File: config.mk
export PLATFORM = sky130hd
export DESIGN_NAME = usb_host_isoc_endpoint_dma
export DESIGN_NICKNAME = d
export VERILOG_FILES = /design/src/iso_ep_pkg.sv /design/src/usb_host_isoc_endpoint_dma.sv
export VERILOG_INCLUDE_DIRS = /design/src
export SDC_FILE = /design/constraint.sdc
export NUM_CORES = 1
export LEC_CHECK = 0
export BUFFER_PORTS_ARGS = -buffer_cell sky130_fd_sc_hd__buf_2
export CORE_ASPECT_RATIO = 1.25
export CORE_MARGIN = 3
export CORE_UTILIZATION = 25
export CTS_BUF_LIST = sky130_fd_sc_hd__clkbuf_8 sky130_fd_sc_hd__clkbuf_16
export DETAILED_ROUTE_END_ITERATION = 10
export GPL_ROUTABILITY_DRIVEN = 0
export PLACE_DENSITY = 0.46
export SLEW_MARGIN = 5
export SYNTH_ARGS = -nofsm -noshare
export SYNTH_HDL_FRONTEND = slang
export SYNTH_SLANG_ARGS = --single-unit
File: constraint.sdc
create_clock -name mclk_in -period 6.1 [get_ports mclk_in]
set_input_delay 0.61 -clock mclk_in [delete_from_list [all_inputs] [get_ports mclk_in]]
set_output_delay 0.61 -clock mclk_in [all_outputs]
set_load 0.005 [all_outputs]
File: src/iso_ep_cfg.svh
// constants for the host isochronous endpoint and transmit dma block
`ifndef ISO_EP_CFG_SVH
`define ISO_EP_CFG_SVH

`define XFER_ISOC        2'b01
`define TYPE_SPEED_HI    7
`define TYPE_SPEED_LO    6
`define TYPE_TRANSFER_TYPE_FIELD_HI     5
`define TYPE_TRANSFER_TYPE_FIELD_LO     4
`define RXC_DMA_EN       13
`define RXC_PING_DIS     12
`define RXC_DMA_MODE     11
`define RXC_REQ_PKT      5
`define RXC_DATA_ERR     3
`define RXC_PKT_RDY      0
`define TXC_FIFO_MODE    13
`define TXC_DMA_EN       12
`define TXC_DMA_MODE     10
`define TXC_PKT_RDY      0
`define FSZ_DOUBLE_BUF   4
`define NUM_EP           5
`define NUM_DMA_CH       4
`define DMA_BURST_BYTES  16'h0040
`define DESC_BYTES       16
`define DESC_ALIGN_MASK  32'h0000000f
`define FRAME_NS         125000
`define CLK_NS           10
`define FRAME_CYCLES     (`FRAME_NS / `CLK_NS)

`endif

File: src/iso_ep_pkg.sv
// types for the host isochronous endpoint and transmit dma block
`default_nettype none
package iso_ep_pkg;
    typedef struct packed {
        logic [6:0] target_address;
        logic [7:0] type_reg;
        logic [7:0] interval;
        logic [15:0] control;
        logic [1:0] auto_in;
        logic       double_buffer;
    } ep_cfg_t;

    typedef struct packed {
        logic [31:0] next_ptr;
        logic [31:0] buf_ptr;
        logic [15:0] offset;
        logic [15:0] length;
        logic        first;
        logic        last;
    } tx_desc_t;

    typedef enum logic [1:0] {
        st_idle  = 2'b00,
        st_token = 2'b01,
        st_data  = 2'b11,
        st_done  = 2'b10
    } xact_state_t;
endpackage
`default_nettype wire

File: src/usb_host_isoc_endpoint_dma.sv
// host isochronous in/out endpoint scheduling with transmit dma requests
`include "iso_ep_cfg.svh"
`default_nettype none
module usb_host_isoc_endpoint_dma (
    input  wire logic                 mclk_in,        // controller clock
    input  wire logic                 reset_in,       // sync reset, high
    input  wire logic [2:0]           ep_sel_in,      // endpoint of config
    input  wire logic                 cfg_wr_in,      // rx config write
    input  wire iso_ep_pkg::ep_cfg_t  rx_cfg_in,      // rx endpoint config
    input  wire logic                 tx_cfg_wr_in,   // tx config write
    input  wire iso_ep_pkg::ep_cfg_t  tx_cfg_in,      // tx endpoint config
    input  wire logic                 rx_ready_clr_in, // sw cleared rx ready
    input  wire logic                 tx_load_in,     // sw loaded a tx packet
    input  wire logic                 rx_pkt_in,      // packet from bus
    input  wire logic                 rx_err_in,      // crc or stuff error
    input  wire logic                 tx_sent_in,     // out packet sent
    input  wire logic                 tx_fail_in,     // out packet error
    input  wire iso_ep_pkg::tx_desc_t desc_in,        // descriptor fetched
    input  wire logic                 desc_valid_in,  // descriptor strobe
    output logic                      sof_pulse_out,  // frame start pulse
    output logic                      in_token_out,   // send in token
    output logic                      out_token_out,  // send out token
    output logic [6:0]                token_addr_out, // function address
    output logic [7:0]                token_type_out, // speed/type/endpoint
    output logic                      ping_en_out,    // high speed ping flow
    output logic [4:0]                rx_ready_out,   // rx packet ready
    output logic [4:0]                rx_err_out,     // rx data error
    output logic [4:0]                rx_irq_out,     // rx endpoint event
    output logic [4:0]                tx_irq_out,     // tx endpoint event
    output logic [3:0]                rx_dma_req_out, // rx dma per channel
    output logic [3:0]                tx_dma_req_out, // tx dma per channel
    output logic [15:0]               burst_len_out,  // dma burst bytes
    output logic [31:0]               burst_addr_out, // dma burst address
    output logic                      desc_bad_out,   // descriptor fault
    output logic                      queue_end_out   // last descriptor
);
    import iso_ep_pkg::*;

    localparam int NEP = `NUM_EP;
    localparam logic [15:0] FRAME_CNT = 16'(`FRAME_CYCLES - 1);

    ep_cfg_t        rx_cfg [NEP];
    ep_cfg_t        tx_cfg [NEP];
    logic [15:0]    frame_cnt;
    logic [7:0]     rx_ivl [NEP];
    logic [7:0]     tx_ivl [NEP];
    logic [4:0]     rx_pend;
    logic [4:0]     rx_busy;
    logic [1:0]     tx_fill [NEP];
    logic [2:0]     cur_ep;
    xact_state_t    state;
    xact_state_t    next_state;
    logic           cur_is_tx;

    wire frame_tick = (frame_cnt == FRAME_CNT);

    always_ff @(posedge mclk_in) begin
        if (reset_in) begin
            frame_cnt     <= 16'h0000;
            sof_pulse_out <= 1'b0;
        end else begin
            frame_cnt     <= frame_tick ? 16'h0000 : frame_cnt + 16'h0001;
            sof_pulse_out <= frame_tick;
        end
    end

    // per endpoint target address and type storage, ep0..ep4
    always_ff @(posedge mclk_in) begin
        if (reset_in) begin
            for (int i = 0; i < NEP; i++) begin
                rx_cfg[i] <= '0;
                tx_cfg[i] <= '0;
            end
        end else begin
            if (cfg_wr_in && ep_sel_in < 3'(NEP))
                rx_cfg[ep_sel_in] <= rx_cfg_in;
            if (tx_cfg_wr_in && ep_sel_in < 3'(NEP))
                tx_cfg[ep_sel_in] <= tx_cfg_in;
        end
    end

    // isochronous when the type field reads 01
    function automatic logic is_iso(input ep_cfg_t c);
        return c.type_reg[`TYPE_TRANSFER_TYPE_FIELD_HI:`TYPE_TRANSFER_TYPE_FIELD_LO] == `XFER_ISOC;
    endfunction

    // tx fifo capacity: two packets with double buffering, else one
    function automatic logic [1:0] tx_cap(input ep_cfg_t c);
        return c.double_buffer ? 2'd2 : 2'd1;
    endfunction

    // pick the lowest endpoint whose slot is due and has work
    logic [2:0] pick_ep;
    logic       pick_tx;
    logic       pick_ok;
    always_comb begin
        pick_ep = 3'd0;
        pick_tx = 1'b0;
        pick_ok = 1'b0;
        for (int i = NEP - 1; i >= 0; i--) begin
            // one per interval, skip when idle
            if (is_iso(tx_cfg[i]) && tx_ivl[i] == 8'h00 &&
                tx_fill[i] != 2'd0 &&
                // fifo mode bit selects tx use
                tx_cfg[i].control[`TXC_FIFO_MODE]) begin
                pick_ep = 3'(i);
                pick_tx = 1'b1;
                pick_ok = 1'b1;
            end
            if (is_iso(rx_cfg[i]) && rx_ivl[i] == 8'h00 && rx_pend[i]) begin
                pick_ep = 3'(i);
                pick_tx = 1'b0;
                pick_ok = 1'b1;
            end
        end
    end

    always_comb begin
        case (state)
            st_idle:  next_state = pick_ok ? st_token : st_idle;
            st_token: next_state = st_data;
            st_data: begin
                if (cur_is_tx)
                    next_state = (tx_sent_in || tx_fail_in) ? st_done : st_data;
                else
                    next_state = rx_pkt_in ? st_done : st_data;
            end
            st_done:  next_state = st_idle;
            default:  next_state = st_idle;
        endcase
    end

    wire ep_cur_rx_auto = rx_cfg[cur_ep].control[`RXC_DMA_EN] &&
                          (rx_cfg[cur_ep].auto_in == 2'b01 ||
                           rx_cfg[cur_ep].auto_in == 2'b11);
    wire take = (state == st_idle) && pick_ok;
    wire rx_got = (state == st_data) && !cur_is_tx && rx_pkt_in;
    wire tx_end = (state == st_data) && cur_is_tx &&
                  (tx_sent_in || tx_fail_in);

    always_ff @(posedge mclk_in) begin
        if (reset_in) begin
            state          <= st_idle;
            cur_ep         <= 3'd0;
            cur_is_tx      <= 1'b0;
            in_token_out   <= 1'b0;
            out_token_out  <= 1'b0;
            token_addr_out <= 7'h00;
            token_type_out <= 8'h00;
            ping_en_out    <= 1'b0;
        end else begin
            state         <= next_state;
            in_token_out  <= take && !pick_tx;
            out_token_out <= take && pick_tx;
            if (take) begin
                cur_ep    <= pick_ep;
                cur_is_tx <= pick_tx;
                // speed and target endpoint go with the token
                token_addr_out <= pick_tx ? tx_cfg[pick_ep].target_address
                                          : rx_cfg[pick_ep].target_address;
                token_type_out <= pick_tx ? tx_cfg[pick_ep].type_reg
                                          : rx_cfg[pick_ep].type_reg;
                // ping only at high speed with the bit clear
                ping_en_out <= !pick_tx &&
                    !rx_cfg[pick_ep].control[`RXC_PING_DIS] &&
                    rx_cfg[pick_ep].type_reg[`TYPE_SPEED_HI:`TYPE_SPEED_LO]
                        == 2'b01;
            end
        end
    end

    // per endpoint interval counters, pending requests and fifo fill
    always_ff @(posedge mclk_in) begin
        if (reset_in) begin
            rx_pend      <= 5'h00;
            rx_busy      <= 5'h00;
            rx_ready_out <= 5'h00;
            rx_err_out   <= 5'h00;
            rx_irq_out   <= 5'h00;
            tx_irq_out   <= 5'h00;
            for (int i = 0; i < NEP; i++) begin
                rx_ivl[i]  <= 8'h00;
                tx_ivl[i]  <= 8'h00;
                tx_fill[i] <= 2'd0;
            end
        end else begin
            rx_irq_out <= 5'h00;
            tx_irq_out <= 5'h00;
            for (int i = 0; i < NEP; i++) begin
                // reload interval each used slot, count frames
                if (take && pick_ep == 3'(i) && !pick_tx)
                    rx_ivl[i] <= rx_cfg[i].interval;
                else if (frame_tick && rx_ivl[i] != 8'h00)
                    rx_ivl[i] <= rx_ivl[i] - 8'h01;
                if (take && pick_ep == 3'(i) && pick_tx)
                    tx_ivl[i] <= tx_cfg[i].interval;
                else if (frame_tick && tx_ivl[i] != 8'h00)
                    tx_ivl[i] <= tx_ivl[i] - 8'h01;

                // request bit arms an in token
                if (cfg_wr_in && ep_sel_in == 3'(i) &&
                    rx_cfg_in.control[`RXC_REQ_PKT])
                    rx_pend[i] <= 1'b1;
                else if (take && pick_ep == 3'(i) && !pick_tx)
                    rx_pend[i] <= 1'b0;
                // auto request once ready is cleared
                else if (rx_ready_clr_in && ep_sel_in == 3'(i) &&
                         rx_busy[i])
                    rx_pend[i] <= 1'b1;

                if (rx_got && cur_ep == 3'(i)) begin
                    // ready flag set wins over clear
                    rx_ready_out[i] <= 1'b1;
                    rx_busy[i]      <= ep_cur_rx_auto;
                    rx_err_out[i]   <= rx_err_in;
                    // event pulse, not when dma owns it unless the packet errored
                    rx_irq_out[i] <= !rx_cfg[i].control[`RXC_DMA_EN] ||
                                     rx_err_in;
                end else if (rx_ready_clr_in && ep_sel_in == 3'(i)) begin
                    rx_ready_out[i] <= 1'b0;
                    rx_err_out[i]   <= 1'b0;
                    rx_busy[i]      <= 1'b0;
                end

                // fill counts loaded packets up to capacity
                if (tx_end && cur_ep == 3'(i) && !(tx_load_in &&
                    ep_sel_in == 3'(i)))
                    tx_fill[i] <= tx_fill[i] - 2'd1;
                else if (!(tx_end && cur_ep == 3'(i)) && tx_load_in &&
                         ep_sel_in == 3'(i) && tx_fill[i] < tx_cap(tx_cfg[i]))
                    tx_fill[i] <= tx_fill[i] + 2'd1;

                // dma mode hides per packet events, errors stay
                if (tx_end && cur_ep == 3'(i))
                    tx_irq_out[i] <= tx_fail_in ||
                        !(tx_cfg[i].control[`TXC_DMA_EN] &&
                          tx_cfg[i].control[`TXC_DMA_MODE]);
            end
        end
    end

    // channel k drives endpoint k+1, endpoint 0 has none
    always_ff @(posedge mclk_in) begin
        if (reset_in) begin
            rx_dma_req_out <= 4'h0;
            tx_dma_req_out <= 4'h0;
        end else begin
            for (int k = 0; k < `NUM_DMA_CH; k++) begin
                // rx dma request while a packet waits
                rx_dma_req_out[k] <= rx_cfg[k+1].control[`RXC_DMA_EN] &&
                                     rx_ready_out[k+1];
                // tx dma request while fifo has room
                tx_dma_req_out[k] <= tx_cfg[k+1].control[`TXC_DMA_EN] &&
                                     tx_fill[k+1] < tx_cap(tx_cfg[k+1]);
            end
        end
    end

    // descriptor check and first burst; offset only counts on a first buf
    // offset and length from word 2
    wire [15:0] desc_off = desc_in.first ? desc_in.offset : 16'h0000;
    wire [15:0] desc_left = desc_in.length - desc_off;
    // 16 byte alignment of the next pointer
    wire desc_misalign = (desc_in.next_ptr & `DESC_ALIGN_MASK) != 32'h0;
    // first/last flags; offset illegal off a first buffer
    wire desc_off_bad = (!desc_in.first && desc_in.offset != 16'h0000) ||
                        (desc_in.offset >= desc_in.length);

    always_ff @(posedge mclk_in) begin
        if (reset_in) begin
            burst_len_out  <= 16'h0000;
            burst_addr_out <= 32'h00000000;
            desc_bad_out   <= 1'b0;
            queue_end_out  <= 1'b0;
        end else if (desc_valid_in) begin
            // capped burst at buffer pointer plus first-buffer offset
            burst_len_out  <= (desc_left > `DMA_BURST_BYTES) ?
                              `DMA_BURST_BYTES : desc_left;
            burst_addr_out <= desc_in.buf_ptr + {16'h0000, desc_off};
            desc_bad_out   <= desc_misalign || desc_off_bad;
            // zero next pointer marks the queue end
            queue_end_out  <= desc_in.next_ptr == 32'h0;
        end
    end
endmodule
`default_nettype wire

Word level (Yosys, flattened, before mapping)
Memories as Yosys holds them, arrays and structs flattened. A register that Yosys moved wholly into a read port is not among the register bits.
Cells that the tools add are included.
Storage, ports and cells
  output and inout bits: 97
  word-level logic and storage cells: 604
  RAM bits: 510
  memories kept: 5
  bits of input ports: 196
  bits in registers: 129
Cells by class
  multiplexer cells: 229
  bitwise logic cells: 40
  $add $sub $neg: 23
  reductions and logical operators: 224
  $lt $le $gt $ge: 8
  eq/ne operators: 29
Memory list
  rx_cfg: words 5, width 42, read ports 7, clocked after memory_dff 1, write ports 5, RTL line usb_host_isoc_endpoint_dma.sv:42  | ep_cfg_t rx_cfg [NEP];
  tx_cfg: words 5, width 42, read ports 6, clocked after memory_dff 0, write ports 5, RTL line usb_host_isoc_endpoint_dma.sv:43  | ep_cfg_t tx_cfg [NEP];
  rx_ivl: words 5, width 8, read ports 5, clocked after memory_dff 0, write ports 5, RTL line usb_host_isoc_endpoint_dma.sv:45  | logic [7:0] rx_ivl [NEP];
  tx_ivl: words 5, width 8, read ports 5, clocked after memory_dff 0, write ports 5, RTL line usb_host_isoc_endpoint_dma.sv:46  | logic [7:0] tx_ivl [NEP];
  tx_fill: words 5, width 2, read ports 5, clocked after memory_dff 0, write ports 5, RTL line usb_host_isoc_endpoint_dma.sv:49  | logic [1:0] tx_fill [NEP];
Operators with widths (count)
  two-way mux 1 bit: 173
  two-way mux 8 bit: 21
  logical AND 1 bit: 131
  two-way mux 42 bit: 2
  OR reduction 42 bit: 2
  zero test 8 bit: 10
  nonzero test 8 bit: 10
  subtractor 8 x 1 -> 8 bit, second input constant: 10
  two-way mux 3 bit: 14
  adder 32 x 16 -> 32 bit: 1
  zero test 32 bit: 1
  two-way mux 16 bit: 2
  nonzero test 32 bit: 1
  two-way mux 2 bit: 15
  bitwise OR 1 bit: 30
  == test 2 x 1 -> 1 bit, second input constant: 13
  zero test 1 bit: 24
  OR reduction 2 bit: 11
  nonzero test 2 bit: 10
  == test 3 x 2 -> 1 bit, second input constant: 6
  adder 16 x 1 -> 16 bit, second input constant: 1
  == test 16 x 14 -> 1 bit, second input constant: 1
  greater-or-equal comparator 16 bit: 1
  > comparator 16 x 7 -> 1 bit, second input constant: 1
  16 further kinds: 62

Depth between registers and ports, before layout
Gate-level depths: netlist of the first run.
An unclocked memory read counts as a cell.
  depth after elaboration: 23
  depth in mapped cells: 14
  depth with buffers taken out: 12

Worst setup path after synthesis of the first run
OpenSTA, ideal clock, no wires.
  path type: in2reg
  start: input port desc_in[1] in the netlist's numbering
  end: register burst_addr_out[23]
  data arrival time: 3.640 ns
  required time: 6.008 ns
  setup slack: 2.368 ns
  buffers on the path: 2
  cell stages on the path: 13
  path through: clkbuf_1 clkbuf_1 nand2_1 inv_1 ha_1 a2111oi_0 o21ai_0 nand3_1 o21ai_0 a2111oi_1 nor2_1 and4_1 nor4_1
On the way
  word-level cells in the longest chain between the ends: 2
Ends and longest elaborated chain
  from (decl): RTL line usb_host_isoc_endpoint_dma.sv:18  | input wire iso_ep_pkg::tx_desc_t desc_in,
  two-way mux 16 bit: RTL line usb_host_isoc_endpoint_dma.sv:261  | wire [15:0] desc_off = desc_in.first ? desc_in.offset : 16'h0000;
  adder 32 x 16 -> 32 bit: RTL line usb_host_isoc_endpoint_dma.sv:279  | burst_addr_out <= desc_in.buf_ptr + {16'h0000, desc_off};
  to (signal assigned): RTL line usb_host_isoc_endpoint_dma.sv:279
  to (decl): RTL line usb_host_isoc_endpoint_dma.sv:33  | output logic [31:0] burst_addr_out,
No other way between the ends.
A chain may end at the register's enable or synchronous reset.

==> report_table.html, run 1 <==
<table>
<tr><th>Metric</th><th>Value</th></tr>
<tr><th colspan="2">Outcome</th></tr>
<tr><td>Status</td><td>finished, final reports clean</td></tr>
<tr><th colspan="2">Global route</th></tr>
<tr><td>Gr usage total</td><td>between 10% and 20%</td></tr>
<tr><td>Number of antenna violations at the first check in global routing</td><td>23</td></tr>
<tr><td>Maximum number of pins on one net before global-route repair</td><td>50</td></tr>
<tr><td>Wire length of the first global-routing pass</td><td>approximately 120000 um</td></tr>
<tr><td>GR Overflow Total</td><td>0</td></tr>
<tr><td>Number of global-route vias before repair</td><td>about 18000</td></tr>
<tr><th colspan="2">Logic synthesis</th></tr>
<tr><td>Number of enable flip-flop cells after synthesis</td><td>around 380</td></tr>
<tr><td>Post-synthesis area per instance</td><td>10.6 um2</td></tr>
<tr><td>Synth area leaders</td><td>edfxtp_1 46%, dfxtp_1 11%, and2_1 7.2%</td></tr>
<tr><td>Yosys warning total</td><td>0</td></tr>
<tr><td>Post-synth cell types</td><td>85</td></tr>
<tr><td>Synth Flop Type</td><td>edfxtp_1</td></tr>
<tr><td>Largest area contributor in the synthesized netlist</td><td>edfxtp_1</td></tr>
<tr><td>Flops &amp; latches, synth</td><td>about 510</td></tr>
<tr><td>Proportion of netlist area held by the largest area contributor</td><td>45.9%</td></tr>
<tr><td>Share of the yosys chip area belonging to registers</td><td>a little under three fifths</td></tr>
<tr><td>Number of instances in the synthesized netlist</td><td>2354</td></tr>
<tr><td>Post-synthesis cell area</td><td>about 25000 um2</td></tr>
<tr><td>Async SR Flop Fraction</td><td>0%</td></tr>
<tr><th colspan="2">Floorplan</th></tr>
<tr><td>Area inside the core boundary</td><td>approximately 99000 um2</td></tr>
<tr><td>Floorplan row count</td><td>roughly 130</td></tr>
<tr><td>Area of the die</td><td>just over 100000 um2</td></tr>
<tr><td>Top-level I/O count</td><td>293</td></tr>
<tr><td>Height of the die</td><td>360 um</td></tr>
<tr><td>Die span in x</td><td>roughly 290 um</td></tr>
<tr><td>Starting density of the core</td><td>between 20 and 30%</td></tr>
<tr><th colspan="2">Place</th></tr>
<tr><td>Placed Instance Area</td><td>between 20000 and 30000 um2</td></tr>
<tr><td>Total placed cells including tap cells</td><td>about 3900</td></tr>
<tr><td>DP Wirelength</td><td>between 50000 and 60000 um</td></tr>
<tr><td>Post-place setup slack</td><td>1.80 ns</td></tr>
<tr><td>I/O Buffers</td><td>approximately 260</td></tr>
<tr><th colspan="2">Clock tree</th></tr>
<tr><td>Count of buffers added by post-CTS timing repair for setup</td><td>0</td></tr>
<tr><td>Post-CTS sizing</td><td>0</td></tr>
<tr><td>CTS hold repair buffers</td><td>0</td></tr>
<tr><td>Clock network latency to the later pin of the worst-skew pair</td><td>between 0.6 and 0.7 ns</td></tr>
<tr><td>TritonCTS clock tree</td><td>done</td></tr>
<tr><td>Clock Root Buffer</td><td>clkbuf_16</td></tr>
<tr><td>Clock transition at the register clock pins on the worst setup and hold paths after CTS</td><td>about 0.060 ns</td></tr>
<tr><td>Maximum clock path buffer count</td><td>3</td></tr>
<tr><td>CTS buffer count</td><td>56</td></tr>
<tr><td>Total number of H-tree levels</td><td>2</td></tr>
<tr><td>Clock sink count</td><td>just over 500</td></tr>
<tr><th colspan="2">Pwr</th></tr>
<tr><td>Internal power contribution</td><td>between 5 and 6 mW</td></tr>
<tr><td>Net switching fraction of the power</td><td>~25%</td></tr>
<tr><td>Worst vdd rail ir drop</td><td>around 0.23 mV</td></tr>
<tr><td>Seq pwr share</td><td>around half</td></tr>
<tr><td>Share of power burned in combinational logic</td><td>about 8.4%</td></tr>
<tr><td>PnR Total Power</td><td>slightly below 8 mW</td></tr>
<tr><td>Power per unit of standard cell area</td><td>about 270 nW/um2</td></tr>
<tr><td>Relative contribution of the clock network to total power</td><td>41.3%</td></tr>
<tr><td>Sw Pwr</td><td>1.98 mW</td></tr>
<tr><td>Standby leakage power</td><td>11.7 nW</td></tr>
<tr><th colspan="2">Layout</th></tr>
<tr><td>Layout cells sized above 1</td><td>between 15 and 20%</td></tr>
<tr><td>Final Instance Area</td><td>approximately 30000 um2</td></tr>
<tr><td>Finished Core Util</td><td>30.1%</td></tr>
<tr><td>Total number of nets in the final design</td><td>between 2000 and 3000</td></tr>
<tr><td>Fill cell instance count of the final layout</td><td>between 10000 and 15000</td></tr>
<tr><td>P&amp;R area growth vs syn</td><td>19.1%</td></tr>
<tr><td>Non-filler instance count after layout</td><td>about 4000</td></tr>
<tr><th colspan="2">Detailed routing</th></tr>
<tr><td>Routed via count divided by cell count</td><td>about 4.6</td></tr>
<tr><td>Number of design rule violations left after detail routing</td><td>0</td></tr>
<tr><td>1st-iter DRT viols</td><td>approximately 1000</td></tr>
<tr><td>Remaining antenna violation count</td><td>0</td></tr>
<tr><td>Via count</td><td>between 15000 and 20000</td></tr>
<tr><td>Router iterations before antenna repair</td><td>5</td></tr>
<tr><td>Avg WL per Cell</td><td>approximately 20 um</td></tr>
<tr><td>Total detailed-routing wirelength</td><td>between 70000 and 80000 um</td></tr>
<tr><th colspan="2">Timing</th></tr>
<tr><td>Final-report setup violation count</td><td>0</td></tr>
<tr><td>Post-layout min period</td><td>around 4.3 ns</td></tr>
<tr><td>Setup repair after global routing missed its margin</td><td>false</td></tr>
<tr><td>Hold slack final</td><td>around 0.21 ns</td></tr>
<tr><td>Fmax</td><td>~0.23 GHz</td></tr>
<tr><td>Final clock skew</td><td>around 0.027 ns</td></tr>
<tr><td>Portion of the clock cycle consumed by the worst path in the final layout</td><td>70.0%</td></tr>
<tr><td>Final setup TNS</td><td>0 ns</td></tr>
<tr><td>Max-Slew Margin vs Limit</td><td>29.6%</td></tr>
<tr><td>Final hold viol count</td><td>0</td></tr>
<tr><td>Final critical-path setup slack</td><td>about 1.8 ns</td></tr>
<tr><td>Pins Over Slew Limit</td><td>0</td></tr>
<tr><td>Worst-margin pin slew</td><td>about 1.0 ns</td></tr>
<tr><th colspan="2">Critical path</th></tr>
<tr><td>CP Cell Sequence</td><td>inv_1, ha_1, or4b_4, or4_1, o21ai_1, o41a_1, nand2b_1, nor2_2, nor2_2, buf_4, a311oi_1</td></tr>
<tr><td>Most common cell type on the critical path</td><td>nor2_2</td></tr>
<tr><td>Worst EP arrival</td><td>between 4 and 5 ns</td></tr>
<tr><td>Highest net fanout along the worst path</td><td>40</td></tr>
<tr><td>Critical Path End Type</td><td>flop</td></tr>
<tr><td>Worst setup SP type</td><td>flop</td></tr>
<tr><td>Type of the worst setup path</td><td>flop to flop</td></tr>
<tr><td>Slowest cell on the critical path</td><td>or4_1</td></tr>
<tr><td>R2R Setup Slk</td><td>around 1.8 ns</td></tr>
<tr><td>Worst EP required</td><td>6.54 ns</td></tr>
<tr><td>Crit path buf inv count</td><td>2</td></tr>
<tr><td>Kind of cell adding the most delay to the critical path</td><td>simple AND/OR/NAND/NOR gates</td></tr>
<tr><td>Max incr delay on CP</td><td>approximately 0.58 ns</td></tr>
<tr><th colspan="2">Flow run</th></tr>
<tr><td>Count of max-cap constraint violations</td><td>0</td></tr>
<tr><th colspan="2">Min path</th></tr>
<tr><td>Path type of the worst min-delay path</td><td>input pin to flop</td></tr>
</table>
[worst paths after layout]
check                 from       endpoint  cells after the start
max           tx_ivl[0][0]   rx_ivl[0][2]                     11
min          tx_cfg_in[36]  tx_cfg[5][36]                      1
max reg2reg   tx_ivl[0][0]   rx_ivl[0][2]                     11
min reg2reg  tx_cfg[2][13]  tx_irq_out[2]                      1
[cell families (layout without fill, tap and decap cells)]
kind of cell	count (synthesis)	count (layout)	synth area share (%)
AO/OA/AOI/OAI	396	396	10.4
XOR/XNOR	97	97	3.40
adder cells (fa/ha/maj)	73	73	3.71
buffers and inverters	180	493	2.81
flip-flops	514	514	56.4
multiplexers	40	40	1.65
other	1	37	0.0150
AND/OR/NAND/NOR	1053	1053	21.6
[cells in the mapped netlist (10+ instances only)]
library cell / instances
nand2_1: 254
nor4_1: 34
nor2b_1: 16
inv_1: 83
nand3_1: 34
xor2_1: 43
a22oi_1: 11
nand2b_1: 26
a21oi_1: 104
or2_2: 22
edfxtp_1: 382
dfxtp_1: 132
buf_2: 12
a211oi_1: 61
and3_1: 17
nor3_1: 40
nand4_1: 17
o21ai_0: 76
a21o_1: 14
o21a_1: 12
mux2i_1: 39
xnor2_1: 54
ha_1: 71
or3_1: 14
a311oi_1: 10
and2_1: 286
clkbuf_1: 75
o22ai_1: 26
nor2_1: 237
[final cells by class]
class	instances	area, um2	share of cell area [%]
well taps	1310	1640	5.50
clock buffers	56	1400	4.70
diodes	10	25.0	0.0840
multi-input cells	1686	10300	34.7
repair buffers	304	1630	5.48
flip-flops and latches	514	14100	47.4
inverters	85	319	1.07
clock inverters	48	319	1.07
[power by group through the flow]
stage          logic (mW)  registers [mW]  clock network, mW
6_report            0.668            4.00               3.29
5_1_grt             0.746            4.02               3.52
4_1_cts             0.681            4.00               3.39
3_5_place_dp        0.677            4.07                  0
3_3_place_gp        0.677            4.07                  0
2_1_floorplan       0.392            4.05                  0
[worst reg2reg max path: stages (launching register included)]
cell and delay [ns]:
edfxtp_1 0.41, inv_1 0.08, ha_1 0.17, or4b_4 0.48, or4_1 0.58, o21ai_1 0.44
o41a_1 0.58, nand2b_1 0.22, nor2_2 0.49, nor2_2 0.06, buf_4 0.30, a311oi_1 0.27
[metal layers]
| layer | part of all wire (%) | vias up | GRT usage [%] |
|---|---|---|---|
| met3 | 6.1 | 130 | 3.45 |
| met1 | 41 | 8754 | 17.4 |
| met5 | 0.12 | - | 0 |
| li1 | - | 8981 | - |
| met2 | 50 | 422 | 26.7 |
| met4 | 3.0 | 14 | 4.65 |
[state kept, by name, indices dropped and copies added (netlist names), 4 cells and up, named ones only]
register and count:
token_type_out 8, token_addr_out 7, rx_busy 5, burst_addr_out 32
rx_irq_out 5, tx_dma_req_out 4, rx_cfg 146, rx_err_out 5
tx_cfg 146, burst_len_out 16, tx_irq_out 5, tx_ivl 40
rx_dma_req_out 4, frame_cnt 16, rx_ready_out 5, rx_ivl 40
tx_fill 10, rx_pend 5
[cells in the final DEF, fill, tap and decap left out, types with 56 or more instances in the layout]
master,n
and2_1,286
edfxtp_1,382
buf_2,260
nor2_1,228
o21ai_0,76
a211oi_1,61
dfxtp_1,132
nand2_1,254
ha_1,71
inv_1,97
clkbuf_16,56
a21oi_1,103
No activity file was read; power rests on OpenSTA's default activity.
==> inputs of run 2 (changes only) <==
Settings changed: ABC_AREA set to 1.
Clock period 6.1 ns to 4.3 ns, I/O delays scaled along.
==> report_table.html, run 2 <==
<table>
<tr><th>Metric</th><th>Value</th></tr>
<tr><th colspan="2">Logic synthesis</th></tr>
<tr><td>Area fraction in compound gates after synthesis</td><td>8.18% (-2.2 points)</td></tr>
<tr><td>Mux share of post-synthesis cell area</td><td>0.757% (-0.89 points)</td></tr>
<tr><td>Synthesized-area fraction occupied by xor and xnor cells</td><td>3.32% (-0.074 points)</td></tr>
<tr><td>Flops &amp; latches, synth</td><td>546 (+6.2%)</td></tr>
<tr><td>Synth Flop Type</td><td>edfxtp_1</td></tr>
<tr><td>Post-synthesis area per instance</td><td>9.26 um2 (-13%)</td></tr>
<tr><td>Dominant cell by count in the synthesized netlist</td><td>nor2_1</td></tr>
<tr><td>Post-synthesis cell area</td><td>26600 um2 (+6.4%)</td></tr>
<tr><td>Largest area contributor in the synthesized netlist</td><td>edfxtp_1</td></tr>
<tr><td>Adder-cell share of the synthesized area</td><td>3.49% (-0.22 points)</td></tr>
<tr><td>Number of enable flip-flop cells after synthesis</td><td>414 (+8.4%)</td></tr>
<tr><td>Async SR Flop Fraction</td><td>0% (unchanged)</td></tr>
<tr><td>Number of instances in the synthesized netlist</td><td>2874 (+22%)</td></tr>
<tr><td>Simple-gate area share of the yosys netlist</td><td>20.8% (-0.83 points)</td></tr>
<tr><td>Post-synth cell types</td><td>70 (-18%)</td></tr>
<tr><td>Proportion of netlist area held by the largest area contributor</td><td>46.7% (+0.84 points)</td></tr>
<tr><td>Share of the yosys chip area belonging to registers</td><td>56.6% (+0.20 points)</td></tr>
<tr><td>Top post-synthesis cells by count</td><td>519 x nor2_1, 508 x nand2_1, 414 x edfxtp_1, 336 x inv_1, 155 x o21ai_0</td></tr>
<tr><td>Dominant combinational cell family by area after synthesis</td><td>simple AND/OR/NAND/NOR gates</td></tr>
<tr><td>Yosys warning total</td><td>0 (unchanged)</td></tr>
<tr><td>Synth area leaders</td><td>edfxtp_1 47%, dfxtp_1 9.9%, nor2_1 7.3%</td></tr>
<tr><th colspan="2">Detailed routing</th></tr>
<tr><td>Number of design rule violations left after detail routing</td><td>0 (unchanged)</td></tr>
<tr><td>Router iterations before antenna repair</td><td>5 (unchanged)</td></tr>
<tr><td>1st-iter DRT viols</td><td>1309 (+28%)</td></tr>
<tr><td>Total detailed-routing wirelength</td><td>83400 um (+4.4%)</td></tr>
<tr><td>Remaining antenna violation count</td><td>0 (unchanged)</td></tr>
<tr><td>Via count</td><td>20825 (+14%)</td></tr>
<tr><td>Routed via count divided by cell count</td><td>4.41 (-3.3%)</td></tr>
<tr><td>Avg WL per Cell</td><td>17.7 um (-11%)</td></tr>
<tr><th colspan="2">Timing</th></tr>
<tr><td>Worst-margin pin slew</td><td>1.08 ns (+0.0308 ns)</td></tr>
<tr><td>Final-report setup violation count</td><td>0 (unchanged)</td></tr>
<tr><td>Final hold viol count</td><td>0 (unchanged)</td></tr>
<tr><td>Pins Over Slew Limit</td><td>0 (unchanged)</td></tr>
<tr><td>Fmax</td><td>0.301 GHz (+29%)</td></tr>
<tr><td>Final setup TNS</td><td>0 ns (unchanged)</td></tr>
<tr><td>Max-Slew Margin vs Limit</td><td>27.5% (-2.1 points)</td></tr>
<tr><td>Post-layout min period</td><td>3.32 ns (-0.948 ns)</td></tr>
<tr><td>Final clock skew</td><td>0.0298 ns (+0.00317 ns)</td></tr>
<tr><td>Setup repair after global routing missed its margin</td><td>false</td></tr>
<tr><td>Hold slack final</td><td>0.0394 ns (-0.168 ns)</td></tr>
<tr><td>Portion of the clock cycle consumed by the worst path in the final layout</td><td>77.2% (+7.2 points)</td></tr>
<tr><th colspan="2">Clock tree</th></tr>
<tr><td>Clock network latency to the later pin of the worst-skew pair</td><td>0.64 ns (about the same)</td></tr>
<tr><td>Maximum clock path buffer count</td><td>3 (unchanged)</td></tr>
<tr><td>Clock transition at the register clock pins on the worst setup and hold paths after CTS</td><td>0.06 ns (about the same)</td></tr>
<tr><td>Count of buffers added by post-CTS timing repair for setup</td><td>0 (unchanged)</td></tr>
<tr><td>Post-CTS sizing</td><td>0 (unchanged)</td></tr>
<tr><td>TritonCTS clock tree</td><td>done</td></tr>
<tr><td>CTS hold repair buffers</td><td>27 (+27)</td></tr>
<tr><td>Total number of H-tree levels</td><td>3 (+1)</td></tr>
<tr><td>Clock Root Buffer</td><td>clkbuf_16</td></tr>
<tr><td>CTS buffer count</td><td>66 (+18%)</td></tr>
<tr><td>Clock sink count</td><td>546 (+6.2%)</td></tr>
<tr><th colspan="2">Place</th></tr>
<tr><td>I/O Buffers</td><td>261 (unchanged)</td></tr>
<tr><td>Total placed cells including tap cells</td><td>4570 (+17%)</td></tr>
<tr><td>DP Wirelength</td><td>59700 um (+6.5%)</td></tr>
<tr><th colspan="2">Floorplan</th></tr>
<tr><td>Floorplan row count</td><td>133 (+3.1%)</td></tr>
<tr><td>Area of the die</td><td>110000 um2 (+6.3%)</td></tr>
<tr><td>Top-level I/O count</td><td>293 (unchanged)</td></tr>
<tr><td>Die span in x</td><td>298 um (+3.1%)</td></tr>
<tr><td>Starting density of the core</td><td>25.3% (+0.033 points)</td></tr>
<tr><td>Area inside the core boundary</td><td>105000 um2 (+6.3%)</td></tr>
<tr><td>Height of the die</td><td>371 um (+3.1%)</td></tr>
<tr><th colspan="2">Layout</th></tr>
<tr><td>Largest register FFs</td><td>between 150 and 200</td></tr>
<tr><td>P&amp;R area growth vs syn</td><td>21.3%</td></tr>
<tr><td>Total number of nets in the final design</td><td>3517 (+21%)</td></tr>
<tr><td>Commonest non-fill, non-tap cells in the layout</td><td>519 x nor2_1, 508 x nand2_1, 414 x edfxtp_1, 351 x inv_1, 260 x buf_2</td></tr>
<tr><td>Most common library cell in the layout ignoring fill and taps</td><td>nor2_1</td></tr>
<tr><td>Non-filler instance count after layout</td><td>4720 (+18%)</td></tr>
<tr><td>Top reg by flops</td><td>rx_cfg</td></tr>
<tr><td>Fill cell instance count of the final layout</td><td>11193 (+7.8%)</td></tr>
<tr><td>Layout cells sized above 1</td><td>15.7% (-0.46 points)</td></tr>
<tr><td>Largest registers ranked by flip-flop count</td><td>rx_cfg (164), tx_cfg (160)</td></tr>
<tr><th colspan="2">Pwr</th></tr>
<tr><td>Power per unit of standard cell area</td><td>386 nW/um2 (+45%)</td></tr>
<tr><td>Standby leakage power</td><td>14.1 nW (+20%)</td></tr>
<tr><td>Worst vdd rail ir drop</td><td>0.249 mV (+9.3%)</td></tr>
<tr><th colspan="2">Critical path</th></tr>
<tr><td>CP Cell Sequence</td><td>inv_1, ha_1, nand2_1, nor2_1, nand4_1, nand2_2, inv_2, nand2_4, nor2_8, inv_4, nand2_4, nor2_1, nand4_1, nand2_1, nor2_1, nand3_2, buf_12, nand2_1, a21oi_2</td></tr>
<tr><td>Slowest cell on the critical path</td><td>edfxtp_1</td></tr>
<tr><td>Kind of cell adding the most delay to the critical path</td><td>simple AND/OR/NAND/NOR gates</td></tr>
<tr><td>Worst setup SP type</td><td>flop</td></tr>
<tr><td>Startpoint of the most critical setup path</td><td>tx_ivl[1][0]</td></tr>
<tr><td>Crit path buf inv count</td><td>4 (+2)</td></tr>
<tr><td>Worst EP required</td><td>4.78 ns (-1.76 ns)</td></tr>
<tr><td>Critical Path End Type</td><td>flop</td></tr>
<tr><td>Type of the worst setup path</td><td>flop to flop</td></tr>
<tr><td>Highest net fanout along the worst path</td><td>40 (unchanged)</td></tr>
<tr><td>Critical register-to-register path startpoint</td><td>tx_ivl[1][0]</td></tr>
<tr><td>Worst EP arrival</td><td>3.80 ns (-0.91 ns)</td></tr>
<tr><td>Max incr delay on CP</td><td>0.38 ns (-0.20 ns)</td></tr>
<tr><th colspan="2">Global route</th></tr>
<tr><td>Grt met2 use</td><td>25.4% (-1.3 points)</td></tr>
<tr><td>Busiest grt layer</td><td>met2</td></tr>
<tr><td>Gr usage total</td><td>14.9% (about the same)</td></tr>
<tr><td>Wire length of the first global-routing pass</td><td>124000 um (+7.1%)</td></tr>
<tr><td>Number of global-route vias before repair</td><td>20583 (+13%)</td></tr>
<tr><td>Number of antenna violations at the first check in global routing</td><td>8 (-65%)</td></tr>
<tr><td>Met3 routing resource usage after global routing</td><td>2.89% (-0.56 points)</td></tr>
<tr><td>Met1 Use GR</td><td>18.6% (+1.2 points)</td></tr>
<tr><td>Maximum number of pins on one net before global-route repair</td><td>78 (+56%)</td></tr>
<tr><td>GR Overflow Total</td><td>0 (unchanged)</td></tr>
<tr><th colspan="2">Outcome</th></tr>
<tr><td>Status</td><td>finished, final reports clean</td></tr>
<tr><th colspan="2">Min path</th></tr>
<tr><td>Origin of the worst min-delay path</td><td>tx_cfg_in[37]</td></tr>
<tr><td>Path type of the worst min-delay path</td><td>input pin to flop</td></tr>
<tr><th colspan="2">Flow run</th></tr>
<tr><td>Count of max-cap constraint violations</td><td>0 (unchanged)</td></tr>
</table>
## run 2: cell types whose count changed in the layout (fill, tap and decap cells not counted), moves of 38 or more
cell and change:
nor2_1 +291, and2_1 -284, inv_1 +254, nand2_1 +254, o21ai_0 +79, nand3_1 +59, a211oi_1 -55, mux2i_1 -38
## run 2: path summary, 6_finish.rpt
kind	slack [ns]	depth (start not counted)	to
max	0.98	19	rx_ivl[4][3]
min	0.04	1	tx_cfg[5][37]
max reg2reg	0.98	19	rx_ivl[4][3]
min reg2reg	0.43	2	burst_len_out[13]
## run 2: kinds of logic after synthesis
group / Yosys count
adders and majority gates: 73
other: 1
buffers and inverters: 453
xor gates and xnor gates: 101
and+or+nand+nor: 1298
DFF: 546
AOI/OAI and AO/OA: 384
muxes: 18
## run 2: per-stage QoR
step                      cell area [um2]  power (mW)  worst slack, ns  utilization [%]
after floorplan                     26800        6.73             1.06                -
after global placement              29900        7.17            0.751             28.4
after detailed placement            29900        7.18            0.772             28.4
after CTS                           32300        12.7            0.916             30.7
after global routing                32300        13.0            0.674             30.7
final                               32300        12.5            0.980             30.7
## run 2: area by class of cell
class	instances	area (um2)	area share, %
clock inverter	45	288	0.891
multi-input combinational	1933	9950	30.8
sequential	546	15100	46.7
clock buffer	75	1790	5.53
inverter	354	1340	4.13
timing repair buffer	347	2080	6.45
antenna	3	7.51	0.0232
tap	1417	1770	5.49
## run 2: report_power, final
| part | total (mW) | internal [mW] | switching (mW) |
|---|---|---|---|
| Clock | 5.39 | 3.06 | 2.33 |
| Combinational | 1.05 | 0.365 | 0.681 |
| Sequential | 6.03 | 5.93 | 0.101 |
## run 2: per-layer routing
layer,share of wire [%],vias to the layer above,wire length (um)
met2,47,612,39500
met4,3.0,6,2520
met3,7.0,128,5850
met1,42,9845,35400
met5,0.031,-,26
li1,-,10234,-
